<file path="src/common/ext_bus_pkg.sv">
// constants and types shared by the external memory bus interface
package ext_bus_pkg;
  localparam logic [15:0] RESET_FETCH_ADDR = 16'h0000;
  localparam logic [15:0] BOOT_USER_BASE   = 16'hF800;
  localparam logic [15:0] BOOT_PROG_LIMIT  = 16'h0800;
  localparam logic [7:0]  PAGE_REG_ADDR    = 8'h92;
  localparam logic [7:0]  PAGE_RESET       = 8'h00;
  localparam logic [6:0]  CFG_BYTE_ONE_IDX = 7'h7E;
  localparam logic [6:0]  CFG_BYTE_ZERO_IDX = 7'h7F;
  localparam logic [7:0]  CFG_RESET        = 8'hFF;
  localparam int          BUS_SEL_LSB      = 0;
  localparam int          BUS_SEL_MSB      = 1;
  localparam logic [7:0]  HIDDEN_DATA      = 8'h00;
  localparam logic [7:0]  FLOAT_READ       = 8'hFF;
  localparam logic [7:0]  ZERO_BYTE        = 8'h00;
  localparam logic [1:0]  STROBE_CYCLES    = 2'h2;
  localparam logic [1:0]  KIND_FETCH       = 2'h0;
  localparam logic [1:0]  KIND_READ        = 2'h1;
  localparam logic [1:0]  KIND_WRITE       = 2'h2;
  typedef enum logic [1:0] {MODE_USER, MODE_SERIAL, MODE_PARALLEL, MODE_RESERVED} op_mode_e;
endpackage

</file>
<file path="src/rtl/config_store.sv">
// configuration byte memory with registered read data
module config_store #(
  parameter int DEPTH = 128,
  parameter int AW    = 7
) (
  input  wire logic          i_clk,
  input  wire logic          i_rst,
  input  wire logic          i_we,
  input  wire logic [AW-1:0] i_addr,
  input  wire logic [7:0]    i_wdata,
  output logic      [7:0]    o_rdata
);
  logic [7:0]       mem_r [DEPTH];
  logic [DEPTH-1:0] written_r;

  initial begin
    if (DEPTH > (1 << AW)) $error("config_store: DEPTH exceeds address range");
  end

  always_ff @(posedge i_clk) begin
    if (i_we) begin
      mem_r[i_addr] <= i_wdata;
    end
  end

  // words not written since reset read as erased, matching the parent's shadows
  always_ff @(posedge i_clk or posedge i_rst) begin
    if (i_rst) begin
      written_r <= '0;
      o_rdata   <= ext_bus_pkg::CFG_RESET;
    end else begin
      if (i_we) begin
        written_r[i_addr] <= 1'b1;
      end
      o_rdata <= written_r[i_addr] ? mem_r[i_addr] : ext_bus_pkg::CFG_RESET;
    end
  end
endmodule // config_store

</file>
<file path="src/rtl/external_memory_bus_interface.sv">
// multiplexed external memory bus, code map decode and reset strap sampling
// Overview of operation
// - after every reset the first fetch address offered is 0000h
// - strap high: fetches beyond internal program memory go external
// - strap low at reset: every later code and data access outside the boot ROM goes external
// - user mode with boot ROM enabled: boot ROM decodes F800h to FFFFh
// - programming mode: boot ROM decodes the lowest 2kB of program space
// - bus enabled only when config byte one bits 0 and 1 are both zero
// - bus enabled: every access, internal or external, shows on ports 0 and 2
// - internal access shown on bus drives port 0 to zero in data phase
// - program reads use program store strobe; data uses read and write strobes
// - fetches and pointer moves give 16-bit address; index moves give 8-bit
// - bus enabled: port 2 not general I/O; P3.6/P3.7 become write/read strobes
// - index moves hold the page register (92h) on port 2 all cycle
// - port 0 multiplexes address and data, driven actively both levels
// - low address byte valid at falling edge of address latch strobe
// - write data on port 0 from the same edge the write strobe falls until after release
// - read data sampled on port 0 one clock before read strobe release
// - ports default to general I/O; external access then leaves pins unchanged
// - configuration bytes writable only in programming mode
// - external fetches put program counter high byte on port 2
// - straps at reset: 01 serial, 10 parallel, 11 user, 00 reserved
// - programming mode is left only by a reset selecting user or reserved mode
// - internal data never shows on port 0, even with bus enabled
module external_memory_bus_interface #(
  parameter int PM_BYTES   = 32768,
  parameter int XRAM_BYTES = 1024
) (
  input  wire logic        I_CLK,
  input  wire logic        I_RST,
  input  wire logic        I_REQ,
  input  wire logic [1:0]  I_KIND,
  input  wire logic        I_INDEX8,
  input  wire logic [15:0] I_ADDR,
  input  wire logic [7:0]  I_WDATA,
  input  wire logic [7:0]  I_INT_RDATA,
  input  wire logic        I_BOOTROM_EN,
  output logic             O_BUSY,
  output logic             O_ACK,
  output logic [7:0]       O_RDATA,
  output logic             O_EXTERNAL,
  output logic             O_BOOTROM_HIT,
  output logic [15:0]      O_START_ADDR,
  input  wire logic        I_SFR_WE,
  input  wire logic [7:0]  I_SFR_ADDR,
  input  wire logic [7:0]  I_SFR_WDATA,
  output logic [7:0]       O_SFR_RDATA,
  input  wire logic        I_CFG_WE,
  input  wire logic [6:0]  I_CFG_ADDR,
  input  wire logic [7:0]  I_CFG_WDATA,
  output logic [7:0]       O_CFG_RDATA,
  output logic             O_PROG_MODE,
  output logic [1:0]       O_MODE,
  input  wire logic        I_EXT_ACCESS_STRAP_N,
  input  wire logic [7:0]  I_P0_LATCH,
  input  wire logic [7:0]  I_P2_LATCH,
  input  wire logic        I_P36_LATCH,
  input  wire logic        I_P37_LATCH,
  input  wire logic [7:0]  I_P0,
  output logic [7:0]       O_P0,
  output logic             O_P0_OE_N,
  output logic [7:0]       O_P2,
  output logic             O_P36,
  output logic             O_P37,
  input  wire logic        I_ALE,
  output logic             O_ALE,
  input  wire logic        I_PROGRAM_STORE_STROBE_N,
  output logic             O_PROGRAM_STORE_STROBE_N,
  output logic             O_CTL_OE_N
);
  typedef enum logic [2:0] {ST_STRAP, ST_IDLE, ST_ADDR, ST_HOLD, ST_STROBE, ST_RELEASE,
                            ST_DONE} bus_state_e;

  initial begin
    if (PM_BYTES > 65536 || XRAM_BYTES > 65536) $error("memory sizes exceed 64kB map");
  end

  localparam logic [1:0] STROBE_LAST = ext_bus_pkg::STROBE_CYCLES - 2'h1;

  function automatic logic boot_hit(input ext_bus_pkg::op_mode_e m, input logic en,
                                    input logic [15:0] a);
    logic prog;
    prog = (m == ext_bus_pkg::MODE_SERIAL) || (m == ext_bus_pkg::MODE_PARALLEL);
    if (prog) return a < ext_bus_pkg::BOOT_PROG_LIMIT;
    return (m == ext_bus_pkg::MODE_USER) && en && (a >= ext_bus_pkg::BOOT_USER_BASE);
  endfunction

  bus_state_e             state_r, state_nxt;
  ext_bus_pkg::op_mode_e  mode_r, mode_nxt;
  logic        all_ext_r, all_ext_nxt;
  logic [7:0]  cfg_one_r, cfg_one_nxt, cfg_zero_r, cfg_zero_nxt, page_r, page_nxt;
  logic [1:0]  kind_r, kind_nxt, cnt_r, cnt_nxt;
  logic [15:0] addr_r, addr_nxt;
  logic [7:0]  wdata_r, wdata_nxt;
  logic        ext_r, ext_nxt, prog_mode, bus_en, cfg_wr_ok;
  logic [7:0]  rdata_nxt, p0_nxt, p2_nxt, sfr_rdata_nxt;
  logic        ack_nxt, ext_out_nxt, boot_nxt, busy_nxt, p0_oe_n_nxt, p36_nxt, p37_nxt;
  logic        ale_nxt, program_store_strobe_n_nxt, ctl_oe_n_nxt, in_prog, in_boot, in_ext;
  logic [15:0] req_addr;

  assign prog_mode = (mode_r == ext_bus_pkg::MODE_SERIAL) ||
                     (mode_r == ext_bus_pkg::MODE_PARALLEL);
  assign bus_en    = (cfg_one_r[ext_bus_pkg::BUS_SEL_MSB:ext_bus_pkg::BUS_SEL_LSB] == 2'h0);
  assign cfg_wr_ok = I_CFG_WE && prog_mode && (state_r != ST_STRAP);

  config_store #(.DEPTH(128), .AW(7)) u_cfg (
    .i_clk   (I_CLK),
    .i_rst   (I_RST),
    .i_we    (cfg_wr_ok),
    .i_addr  (I_CFG_ADDR),
    .i_wdata (I_CFG_WDATA),
    .o_rdata (O_CFG_RDATA)
  );

  // request decode and control state
  always_comb begin
    state_nxt    = state_r;
    mode_nxt     = mode_r;
    all_ext_nxt  = all_ext_r;
    cfg_one_nxt  = cfg_one_r;
    cfg_zero_nxt = cfg_zero_r;
    page_nxt     = page_r;
    kind_nxt     = kind_r;
    addr_nxt     = addr_r;
    wdata_nxt    = wdata_r;
    ext_nxt      = ext_r;
    cnt_nxt      = cnt_r;
    rdata_nxt    = O_RDATA;
    ack_nxt      = 1'b0;
    ext_out_nxt  = O_EXTERNAL;
    boot_nxt     = O_BOOTROM_HIT;
    // index moves: page register forms the high byte
    req_addr = I_INDEX8 ? {page_r, I_ADDR[7:0]} : I_ADDR;
    in_boot  = (I_KIND == ext_bus_pkg::KIND_FETCH) && boot_hit(mode_r, I_BOOTROM_EN, I_ADDR);
    in_prog  = (I_KIND == ext_bus_pkg::KIND_FETCH) ? (32'(I_ADDR) < PM_BYTES)
                                                   : (32'(req_addr) < XRAM_BYTES);
    in_ext   = !in_boot && (all_ext_r || !in_prog);
    if (cfg_wr_ok && I_CFG_ADDR == ext_bus_pkg::CFG_BYTE_ONE_IDX) cfg_one_nxt = I_CFG_WDATA;
    if (cfg_wr_ok && I_CFG_ADDR == ext_bus_pkg::CFG_BYTE_ZERO_IDX) cfg_zero_nxt = I_CFG_WDATA;
    if (I_SFR_WE && I_SFR_ADDR == ext_bus_pkg::PAGE_REG_ADDR) page_nxt = I_SFR_WDATA;
    sfr_rdata_nxt = (I_SFR_ADDR == ext_bus_pkg::PAGE_REG_ADDR) ? page_r : ext_bus_pkg::ZERO_BYTE;
    case (state_r)
      ST_STRAP: begin
        // straps are read once, so mode only changes across a reset
        all_ext_nxt = !I_EXT_ACCESS_STRAP_N;
        case ({I_PROGRAM_STORE_STROBE_N, I_ALE})
          2'b01:   mode_nxt = ext_bus_pkg::MODE_SERIAL;
          2'b10:   mode_nxt = ext_bus_pkg::MODE_PARALLEL;
          2'b11:   mode_nxt = ext_bus_pkg::MODE_USER;
          default: mode_nxt = ext_bus_pkg::MODE_RESERVED;
        endcase
        state_nxt = ST_IDLE;
      end
      ST_IDLE: begin
        if (I_REQ) begin
          kind_nxt    = I_KIND;
          addr_nxt    = (I_KIND == ext_bus_pkg::KIND_FETCH) ? I_ADDR : req_addr;
          wdata_nxt   = I_WDATA;
          ext_nxt     = in_ext;
          ext_out_nxt = in_ext;
          boot_nxt    = in_boot;
          cnt_nxt     = 2'h0;
          // ports in general I/O mode: cycle completes without touching pins
          state_nxt   = bus_en ? ST_ADDR : ST_DONE;
          if (!bus_en) rdata_nxt = in_ext ? ext_bus_pkg::FLOAT_READ : I_INT_RDATA;
        end
      end
      ST_ADDR:    state_nxt = ST_HOLD;
      ST_HOLD:    state_nxt = ST_STROBE;
      ST_STROBE: begin
        cnt_nxt = cnt_r + 2'h1;
        if (cnt_r == STROBE_LAST) begin
          if (kind_r != ext_bus_pkg::KIND_WRITE) rdata_nxt = ext_r ? I_P0 : I_INT_RDATA;
          state_nxt = ST_RELEASE;
        end
      end
      ST_RELEASE: state_nxt = ST_DONE;
      ST_DONE: begin
        ack_nxt   = 1'b1;
        state_nxt = ST_IDLE;
      end
      default:    state_nxt = ST_IDLE;
    endcase
    busy_nxt = (state_nxt != ST_IDLE);
  end

  // pin values follow the current state one clock later
  always_comb begin
    p0_nxt       = I_P0_LATCH;
    p0_oe_n_nxt  = 1'b0;
    p2_nxt       = I_P2_LATCH;
    p36_nxt      = I_P36_LATCH;
    p37_nxt      = I_P37_LATCH;
    ale_nxt      = 1'b0;
    program_store_strobe_n_nxt   = 1'b1;
    ctl_oe_n_nxt = (state_r == ST_STRAP);
    if (bus_en) begin
      p2_nxt      = O_P2;
      p0_nxt      = O_P0;
      p0_oe_n_nxt = 1'b1;
      p36_nxt     = 1'b1;
      p37_nxt     = 1'b1;
      case (state_r)
        ST_ADDR, ST_HOLD: begin
          ale_nxt     = (state_r == ST_ADDR);
          p0_nxt      = addr_r[7:0];
          p0_oe_n_nxt = 1'b0;
          p2_nxt      = addr_r[15:8];
        end
        ST_STROBE, ST_RELEASE: begin
          p2_nxt = addr_r[15:8];
          if (kind_r == ext_bus_pkg::KIND_WRITE || !ext_r) begin
            // internal cycles expose zeros, never the stored byte
            p0_nxt      = ext_r ? wdata_r : ext_bus_pkg::HIDDEN_DATA;
            p0_oe_n_nxt = 1'b0;
          end
          if (ext_r && state_r == ST_STROBE) begin
            program_store_strobe_n_nxt = (kind_r != ext_bus_pkg::KIND_FETCH);
            p37_nxt    = (kind_r != ext_bus_pkg::KIND_READ);
            p36_nxt    = (kind_r != ext_bus_pkg::KIND_WRITE);
          end
        end
        default: ;
      endcase
    end
  end

  always_ff @(posedge I_CLK or posedge I_RST) begin
    if (I_RST) begin
      state_r       <= ST_STRAP;
      mode_r        <= ext_bus_pkg::MODE_USER;
      all_ext_r     <= 1'b0;
      cfg_one_r     <= ext_bus_pkg::CFG_RESET;
      cfg_zero_r    <= ext_bus_pkg::CFG_RESET;
      page_r        <= ext_bus_pkg::PAGE_RESET;
      kind_r        <= ext_bus_pkg::KIND_FETCH;
      addr_r        <= ext_bus_pkg::RESET_FETCH_ADDR;
      wdata_r       <= ext_bus_pkg::ZERO_BYTE;
      ext_r         <= 1'b0;
      cnt_r         <= 2'h0;
      O_START_ADDR  <= ext_bus_pkg::RESET_FETCH_ADDR;
      O_RDATA       <= ext_bus_pkg::ZERO_BYTE;
      O_ACK         <= 1'b0;
      O_BUSY        <= 1'b1;
      O_EXTERNAL    <= 1'b0;
      O_BOOTROM_HIT <= 1'b0;
      O_SFR_RDATA   <= ext_bus_pkg::ZERO_BYTE;
      O_PROG_MODE   <= 1'b0;
      O_MODE        <= 2'h0;
      O_P0          <= ext_bus_pkg::ZERO_BYTE;
      O_P0_OE_N     <= 1'b1;
      O_P2          <= ext_bus_pkg::CFG_RESET;
      O_P36         <= 1'b1;
      O_P37         <= 1'b1;
      O_ALE         <= 1'b0;
      O_PROGRAM_STORE_STROBE_N <= 1'b1;
      O_CTL_OE_N    <= 1'b1;
    end else begin
      state_r       <= state_nxt;
      mode_r        <= mode_nxt;
      all_ext_r     <= all_ext_nxt;
      cfg_one_r     <= cfg_one_nxt;
      cfg_zero_r    <= cfg_zero_nxt;
      page_r        <= page_nxt;
      kind_r        <= kind_nxt;
      addr_r        <= addr_nxt;
      wdata_r       <= wdata_nxt;
      ext_r         <= ext_nxt;
      cnt_r         <= cnt_nxt;
      O_START_ADDR  <= ext_bus_pkg::RESET_FETCH_ADDR;
      O_RDATA       <= rdata_nxt;
      O_ACK         <= ack_nxt;
      O_BUSY        <= busy_nxt;
      O_EXTERNAL    <= ext_out_nxt;
      O_BOOTROM_HIT <= boot_nxt;
      O_SFR_RDATA   <= sfr_rdata_nxt;
      O_PROG_MODE   <= (mode_nxt == ext_bus_pkg::MODE_SERIAL) ||
                       (mode_nxt == ext_bus_pkg::MODE_PARALLEL);
      O_MODE        <= mode_nxt;
      O_P0          <= p0_nxt;
      O_P0_OE_N     <= p0_oe_n_nxt;
      O_P2          <= p2_nxt;
      O_P36         <= p36_nxt;
      O_P37         <= p37_nxt;
      O_ALE         <= ale_nxt;
      O_PROGRAM_STORE_STROBE_N <= program_store_strobe_n_nxt;
      O_CTL_OE_N    <= ctl_oe_n_nxt;
    end
  end
endmodule // external_memory_bus_interface

</file>
<file path="config.mk">
export PLATFORM = sky130hd
export DESIGN_NAME = external_memory_bus_interface
export DESIGN_NICKNAME = d
export VERILOG_FILES = /design/src/common/ext_bus_pkg.sv /design/src/rtl/config_store.sv /design/src/rtl/external_memory_bus_interface.sv
export SDC_FILE = /design/constraint.sdc
export NUM_CORES = 1
export LEC_CHECK = 0
export BUFFER_PORTS_ARGS = -buffer_cell sky130_fd_sc_hd__buf_4
export CORE_ASPECT_RATIO = 1.1
export CORE_UTILIZATION = 40
export DETAILED_ROUTE_END_ITERATION = 6
export PLACE_DENSITY = 0.55
export SYNTH_ARGS = -nofsm -noshare
export SYNTH_HDL_FRONTEND = slang
export SYNTH_SLANG_ARGS = --single-unit
</file>
<file path="constraint.sdc">
create_clock -name I_CLK -period 8.1 [get_ports I_CLK]
set_clock_uncertainty 0.05 [all_clocks]
set_input_delay 0.81 -clock I_CLK [delete_from_list [all_inputs] [get_ports I_CLK]]
set_output_delay 0.81 -clock I_CLK [all_outputs]
set_load 0.03 [all_outputs]
</file>
==> results.json, run 1 <==
{
  "p_total_mw": 14.97,
  "pwr-share-seq_pct": 49.7,
  "required_ns": 8.72,
  "die_y_um": 370.2,
  "crit_path_start": "I_CFG_ADDR[0]",
  "async_flop_share_pct": 17.88,
  "dieArea_mm2": 0.1246,
  "grt_pass1_vias": 29450,
  "ant_nets": 0,
  "cp_num_buf_inv": 3,
  "finish.instance_area_mm2": 0.05623,
  "switching_share_pct": 25.13,
  "max_freq_mhz": 234.2,
  "placedCellCount": 4852,
  "area.growth.synth_to_final_pct": 14.09,
  "worstHoldPathType": "in -> async",
  "post_cts_resized": 0,
  "worstSetupPathType": "in -> reg",
  "crit_path_frequent_cell": "buf_4",
  "wl_per_cell_um": 29.74,
  "setup_violations": 0,
  "mostFrequentLayoutCell": "edfxtp_1",
  "final_cells": 5095,
  "rsz0062_at_grt": "no",
  "endpoint": "u_cfg.o_rdata[3]",
  "syn_inst": 3206,
  "ir_drop_uv": 217.4,
  "cts_hold_buf": 0,
  "drc": 0,
  "slew_violations": 0,
  "cts_buffers": 132,
  "initial_core_util_pct": 40.49,
  "r2r-start": "state_r[0]",
  "hold_violations": 0,
  "post_cts_buffers": 0,
  "maxCapViolCount": 0,
  "critPathMaxFanout": 58,
  "timing.critical_path.arrival_ns": 4.89,
  "final_cell_mix": "edfxtp_1, nor2_1, buf_4, nand2_1, dfrtp_1",
  "die_w_um": 336.7,
  "yosysUniqueCellTypes": 78,
  "io_pins": 170,
  "power_frac_clock_pct": 39.6,
  "grt_pass1_wl_um": 216700,
  "path_clk_slew_ns": 0.06,
  "h-tree-depth": 4,
  "layout-drive-gt1-share_pct": 20.91,
  "grt_overflow": 0,
  "avgSynthCellArea_um2": 15.37,
  "root_buffer": "clkbuf_16",
  "place_area_mm2": 0.05203,
  "synth_edf_count": 1024,
  "power_density_mw_per_mm2": 266.3,
  "drt_wl_total_um": 151500,
  "crit_chain": "clkbuf_8, buf_4, and3b_2, buf_4, a221o_1, a21oi_1, nor2_1, nand4_1, a31oi_1, or4b_1",
  "grt_start_max_net_pins": 93,
  "synth-seq-cells": 1247,
  "hpwlAfterDp_um": 92050,
  "yosysWarningCount": 0,
  "combPwrFrac_pct": 10.7,
  "rr_endpoint": "u_cfg.mem_r[90][0]",
  "utilization_pct": 46.20,
  "critPathSlowestCell": "and3b_2",
  "numPortBuffers": 153,
  "yosysSeqAreaShare_pct": 73.77,
  "ff2ff_setup_slack_ns": 3.93,
  "path_delay_family": "simple AND/OR/NAND/NOR gates",
  "fin_crit_sh_pct": 52.71,
  "ff2ff_path_depth": 5,
  "routabilityCongestion": 0.9208,
  "fin_tns_setup_ns": 0,
  "p_int_mw": 11.21,
  "fin_hold_ws_ns": 0.1292,
  "slowest_delay_ns": 0.80,
  "place_ws_ns": 3.238,
  "cp-start-kind": "input port",
  "cts_tree": "built",
  "cts.sinks": 1247,
  "antenna_found_initial": 3,
  "vias": 29980,
  "synthFlopType": "edfxtp_1",
  "p_leak_nw": 19.92,
  "worst_slew_pin_slew_ns": 1.266,
  "switchingPower_mw": 3.762,
  "insertion_delay_ns": 0.77,
  "syn-cell-area_mm2": 0.04929,
  "status": "complete, no violations",
  "nets": 3457,
  "firstDrtPassIters": 6,
  "grt.total_usage_pct": 24.28,
  "rows": 134,
  "via_per_inst": 5.884,
  "antenna-diode-count": 0,
  "fp.coreArea_mm2": 0.1217,
  "clockBufferDepth": 3,
  "min_period_ns": 4.269,
  "cp_num_cells": 10,
  "drtIter0Drc": 3356,
  "slew_headroom_pct": 15.59,
  "worst_setup_path_end_kind": "flip-flop",
  "setup_slack_ns": 3.831
}
worst min-delay path by stage:
stage / to / startpoint / slack (ns)
after floorplan: u_cfg.written_r[33] / u_cfg.written_r[33] / 0.38
after global placement: u_cfg.written_r[19] / u_cfg.written_r[19] / 0.40
after detailed placement: u_cfg.written_r[7] / u_cfg.written_r[7] / 0.40
after CTS: addr_r[6] / I_ADDR[6] / 0.14
after global routing: addr_r[2] / I_ADDR[2] / 0.17
final: u_cfg.written_r[57] / I_RST / 0.13
cells in the mapped netlist (5+ instances only):
master | count | area, µm²
edfxtp_1 | 1024 | 30750
inv_1 | 8 | 30.03
and2_1 | 13 | 81.33
or2_2 | 124 | 775.7
nor3b_1 | 5 | 37.54
a21oi_1 | 168 | 840.8
nand2b_1 | 9 | 56.30
o21ai_1 | 6 | 30.03
mux2i_1 | 167 | 1672
mux2_2 | 108 | 1216
a221oi_1 | 97 | 849.6
a211oi_1 | 15 | 112.6
buf_4 | 40 | 300.3
buf_6 | 8 | 90.09
o221ai_1 | 20 | 175.2
nand4_1 | 14 | 87.58
buf_2 | 58 | 290.3
o2111ai_1 | 5 | 43.79
or3_1 | 5 | 31.28
nor2b_1 | 15 | 93.84
o211ai_1 | 29 | 217.7
o21ai_0 | 124 | 620.6
a2111oi_0 | 6 | 52.55
buf_1 | 16 | 60.06
a221o_1 | 16 | 160.2
nand2_1 | 208 | 780.8
clkbuf_1 | 95 | 356.6
a22oi_1 | 101 | 758.2
mux4_2 | 24 | 540.5
and3b_1 | 6 | 52.55
a31oi_1 | 21 | 131.4
nor3_1 | 14 | 70.07
o2bb2ai_1 | 12 | 105.1
o22ai_1 | 12 | 75.07
a22o_1 | 23 | 201.4
dfstp_2 | 24 | 630.6
dfrtp_1 | 199 | 4980
nand3_1 | 45 | 225.2
nor2_1 | 234 | 878.3
or2_1 | 8 | 50.05
o221a_2 | 10 | 112.6
cells by family (layout without fill, tap and decap cells):
family,Yosys count,in the layout,synth area share [%]
buffers and inverters,228,470,2.376
DFF,1247,1247,73.77
AOI/OAI and AO/OA,698,698,9.748
muxes,301,301,7.009
other,1,16,0.007608
and+or+nand+nor,728,728,7.022
adders and majority gates,2,2,0.05076
xor gates and xnor gates,1,1,0.01777
layer usage:
layer	wire, µm	up-vias	global-route usage (%)
met1	62990	15500	32.90
met4	5822	4	9.712
met2	70340	1494	38.01
met3	12330	283	5.250
li1	-	12700	-
met5	30	-	0
power by group through the flow:
stage          combinational, mW  clock, mW  sequential, mW
2_1_floorplan              0.840          0            7.65
3_3_place_gp                1.59          0            7.56
3_5_place_dp                1.61          0            7.56
4_1_cts                     1.61       6.01            7.44
5_1_grt                     1.72       6.23            7.47
6_report                    1.60       5.93            7.44
final cells by class:
class | count | area [µm²]
fill | 10770 | 65490
clock inverter | 56 | 495.5
tap | 1632 | 2042
timing repair buffer | 218 | 1695
inverter | 9 | 42.54
sequential | 1247 | 36360
clock buffer | 187 | 3705
multi-input combinational | 1746 | 11890
sequential cells by signal (all words and copies together), names as in the netlist, 8 cells and up:
signal	count
addr_r	16
O_P0	8
u_cfg.o_rdata	8
O_P2	8
page_r	8
u_cfg.mem_r	1024
wdata_r	8
O_SFR_RDATA	8
u_cfg.written_r	128
O_RDATA	8
(Power assumes the default switching activity.)
==> run 2: changes to the inputs <==
clock period = 4.06 ns   (was 8.1 ns; I/O delays follow)
==> results.json, run 2 (synthesized netlist as in run 1, its figures left out) <==
{
  "place_area_mm2": 0.05394,
  "cts_hold_buf": 73,
  "h-tree-depth": 3,
  "post_cts_resized": 0,
  "worst_slew_pin_slew_ns": 1.135,
  "numPortBuffers": 153,
  "die_y_um": 370.2,
  "fin_crit_sh_pct": 86.14,
  "finish.instance_area_mm2": 0.05866,
  "grt_pass1_wl_um": 222300,
  "cts_buffers": 121,
  "setup_violations": 0,
  "cts.sinks": 1247,
  "largest_registers": "u_cfg.mem_r: 1024 flops, u_cfg.written_r: 128 flops, addr_r: 16 flops",
  "hold_depth": 3,
  "largest_reg_flops": 1024,
  "fin_hold_ws_ns": 0.1164,
  "p_leak_nw": 21.35,
  "nets": 3735,
  "fill_cells": 10520,
  "dieArea_mm2": 0.1246,
  "utilization_pct": 48.19,
  "rsz0062_at_grt": "no",
  "drc": 0,
  "initial_core_util_pct": 40.49,
  "wl_per_cell_um": 28.94,
  "io_pins": 170,
  "critPathSlowestCell": "and3_1",
  "root_buffer": "clkbuf_16",
  "drt_wl_total_um": 155400,
  "hpwlAfterDp_um": 98350,
  "worstHoldPathType": "in -> reg",
  "grt_pass1_vias": 29990,
  "vias": 30840,
  "firstDrtPassIters": 5,
  "cts_tree": "built",
  "ir_drop_uv": 400.7,
  "ff2ff_path_depth": 6,
  "ff2ff_setup_slack_ns": 0.56,
  "path_clk_slew_ns": 0.07,
  "slowest_delay_ns": 0.67,
  "clockBufferDepth": 3,
  "ant_nets": 0,
  "min_from": "I_CFG_ADDR[4]",
  "r2r-start": "state_r[2]",
  "fin_tns_setup_ns": 0,
  "mostFrequentLayoutCell": "edfxtp_1",
  "post_cts_buffers": 0,
  "max_freq_mhz": 286.0,
  "via_per_inst": 5.744,
  "fp.coreArea_mm2": 0.1217,
  "hold_violations": 0,
  "cp-start-kind": "flip-flop",
  "grt_start_max_net_pins": 86,
  "slew_violations": 0,
  "layout-drive-gt1-share_pct": 24.95,
  "crit_chain": "nor2_1, and3_1, a32o_1, o211ai_1, o221a_2, dlygate4sd3_1",
  "maxCapViolCount": 0,
  "die_w_um": 336.7,
  "hold_end": "u_cfg.o_rdata[1]",
  "rr_endpoint": "O_RDATA[0]",
  "required_ns": 4.64,
  "slew_headroom_pct": 24.36,
  "regMostFlops": "u_cfg.mem_r",
  "status": "complete, no violations",
  "antenna_found_initial": 4,
  "worst_setup_path_end_kind": "flip-flop",
  "insertion_delay_ns": 0.76,
  "timing.critical_path.arrival_ns": 4.08,
  "min_period_ns": 3.497,
  "worstSetupPathType": "reg -> reg",
  "drtIter0Drc": 3521,
  "final_cell_mix": "edfxtp_1, buf_4, nor2_1, nand2_1, dfrtp_1",
  "rows": 134,
  "critPathMaxFanout": 21,
  "routabilityCongestion": 0.9353,
  "power_density_mw_per_mm2": 505.7,
  "grt.total_usage_pct": 24.89,
  "grt_overflow": 0,
  "area.growth.synth_to_final_pct": 19.00
}
[run 2: worst max path at each step]
| stage | start | end | cells past startpoint | slack [ns] |
|---|---|---|---|---|
| 3_5_place_dp | I_CFG_ADDR[1] | u_cfg.o_rdata[3] | 8 | 0.46 |
| 2_1_floorplan | I_RST | O_ACK | 1 | 0.71 |
| 5_1_grt | state_r[1] | O_RDATA[5] | 6 | 0.26 |
| 4_1_cts | state_r[2] | O_RDATA[0] | 6 | 0.59 |
| 6_report | state_r[2] | O_RDATA[0] | 6 | 0.56 |
| 3_3_place_gp | I_CFG_ADDR[0] | u_cfg.o_rdata[3] | 9 | 0.51 |
[run 2: power breakdown]
part           internal, mW  switching, mW
clock network          6.44           4.94
logic                  1.29           2.14
registers              14.5          0.356
total                  22.2           7.44
[run 2: critical path, delay by kind of cell (launching register included)]
family | cells | cell delay, ns
buffers and inverters | 1 | 0.56
AND/OR/NAND/NOR | 2 | 0.82
AO/OA/AOI/OAI | 3 | 1.47
flip-flops | 1 | 0.48
[run 2: metrics by stage]
step / power (mW) / cells / setup WS (ns)
after floorplan: 16.95 / 3221 / 0.7136
after global placement: 18.36 / 5068 / 0.5085
after detailed placement: 18.40 / 5068 / 0.4584
after CTS: 29.80 / 5368 / 0.5876
after global routing: 30.59 / 5368 / 0.2582
final: 29.66 / 5369 / 0.5629
[run 2: area by class of cell]
cell class	count	area [µm²]	area share [%]
Sequential cell	1247	36360	61.99
Multi-Input combinational cell	1746	11890	20.26
Timing Repair Buffer	507	4348	7.413
Clock buffer	163	3329	5.676
Tap cell	1632	2042	3.481
Clock inverter	64	648.1	1.105
Inverter	9	38.79	0.06613
Antenna cell	1	2.502	0.004266
[run 2: layer usage]
| layer | wire length (µm) | global-route usage [%] |
|---|---|---|
| met5 | 56 | 0 |
| met3 | 12940 | 4.826 |
| met4 | 5379 | 8.942 |
| met2 | 72290 | 39.29 |
| met1 | 64710 | 34.23 |
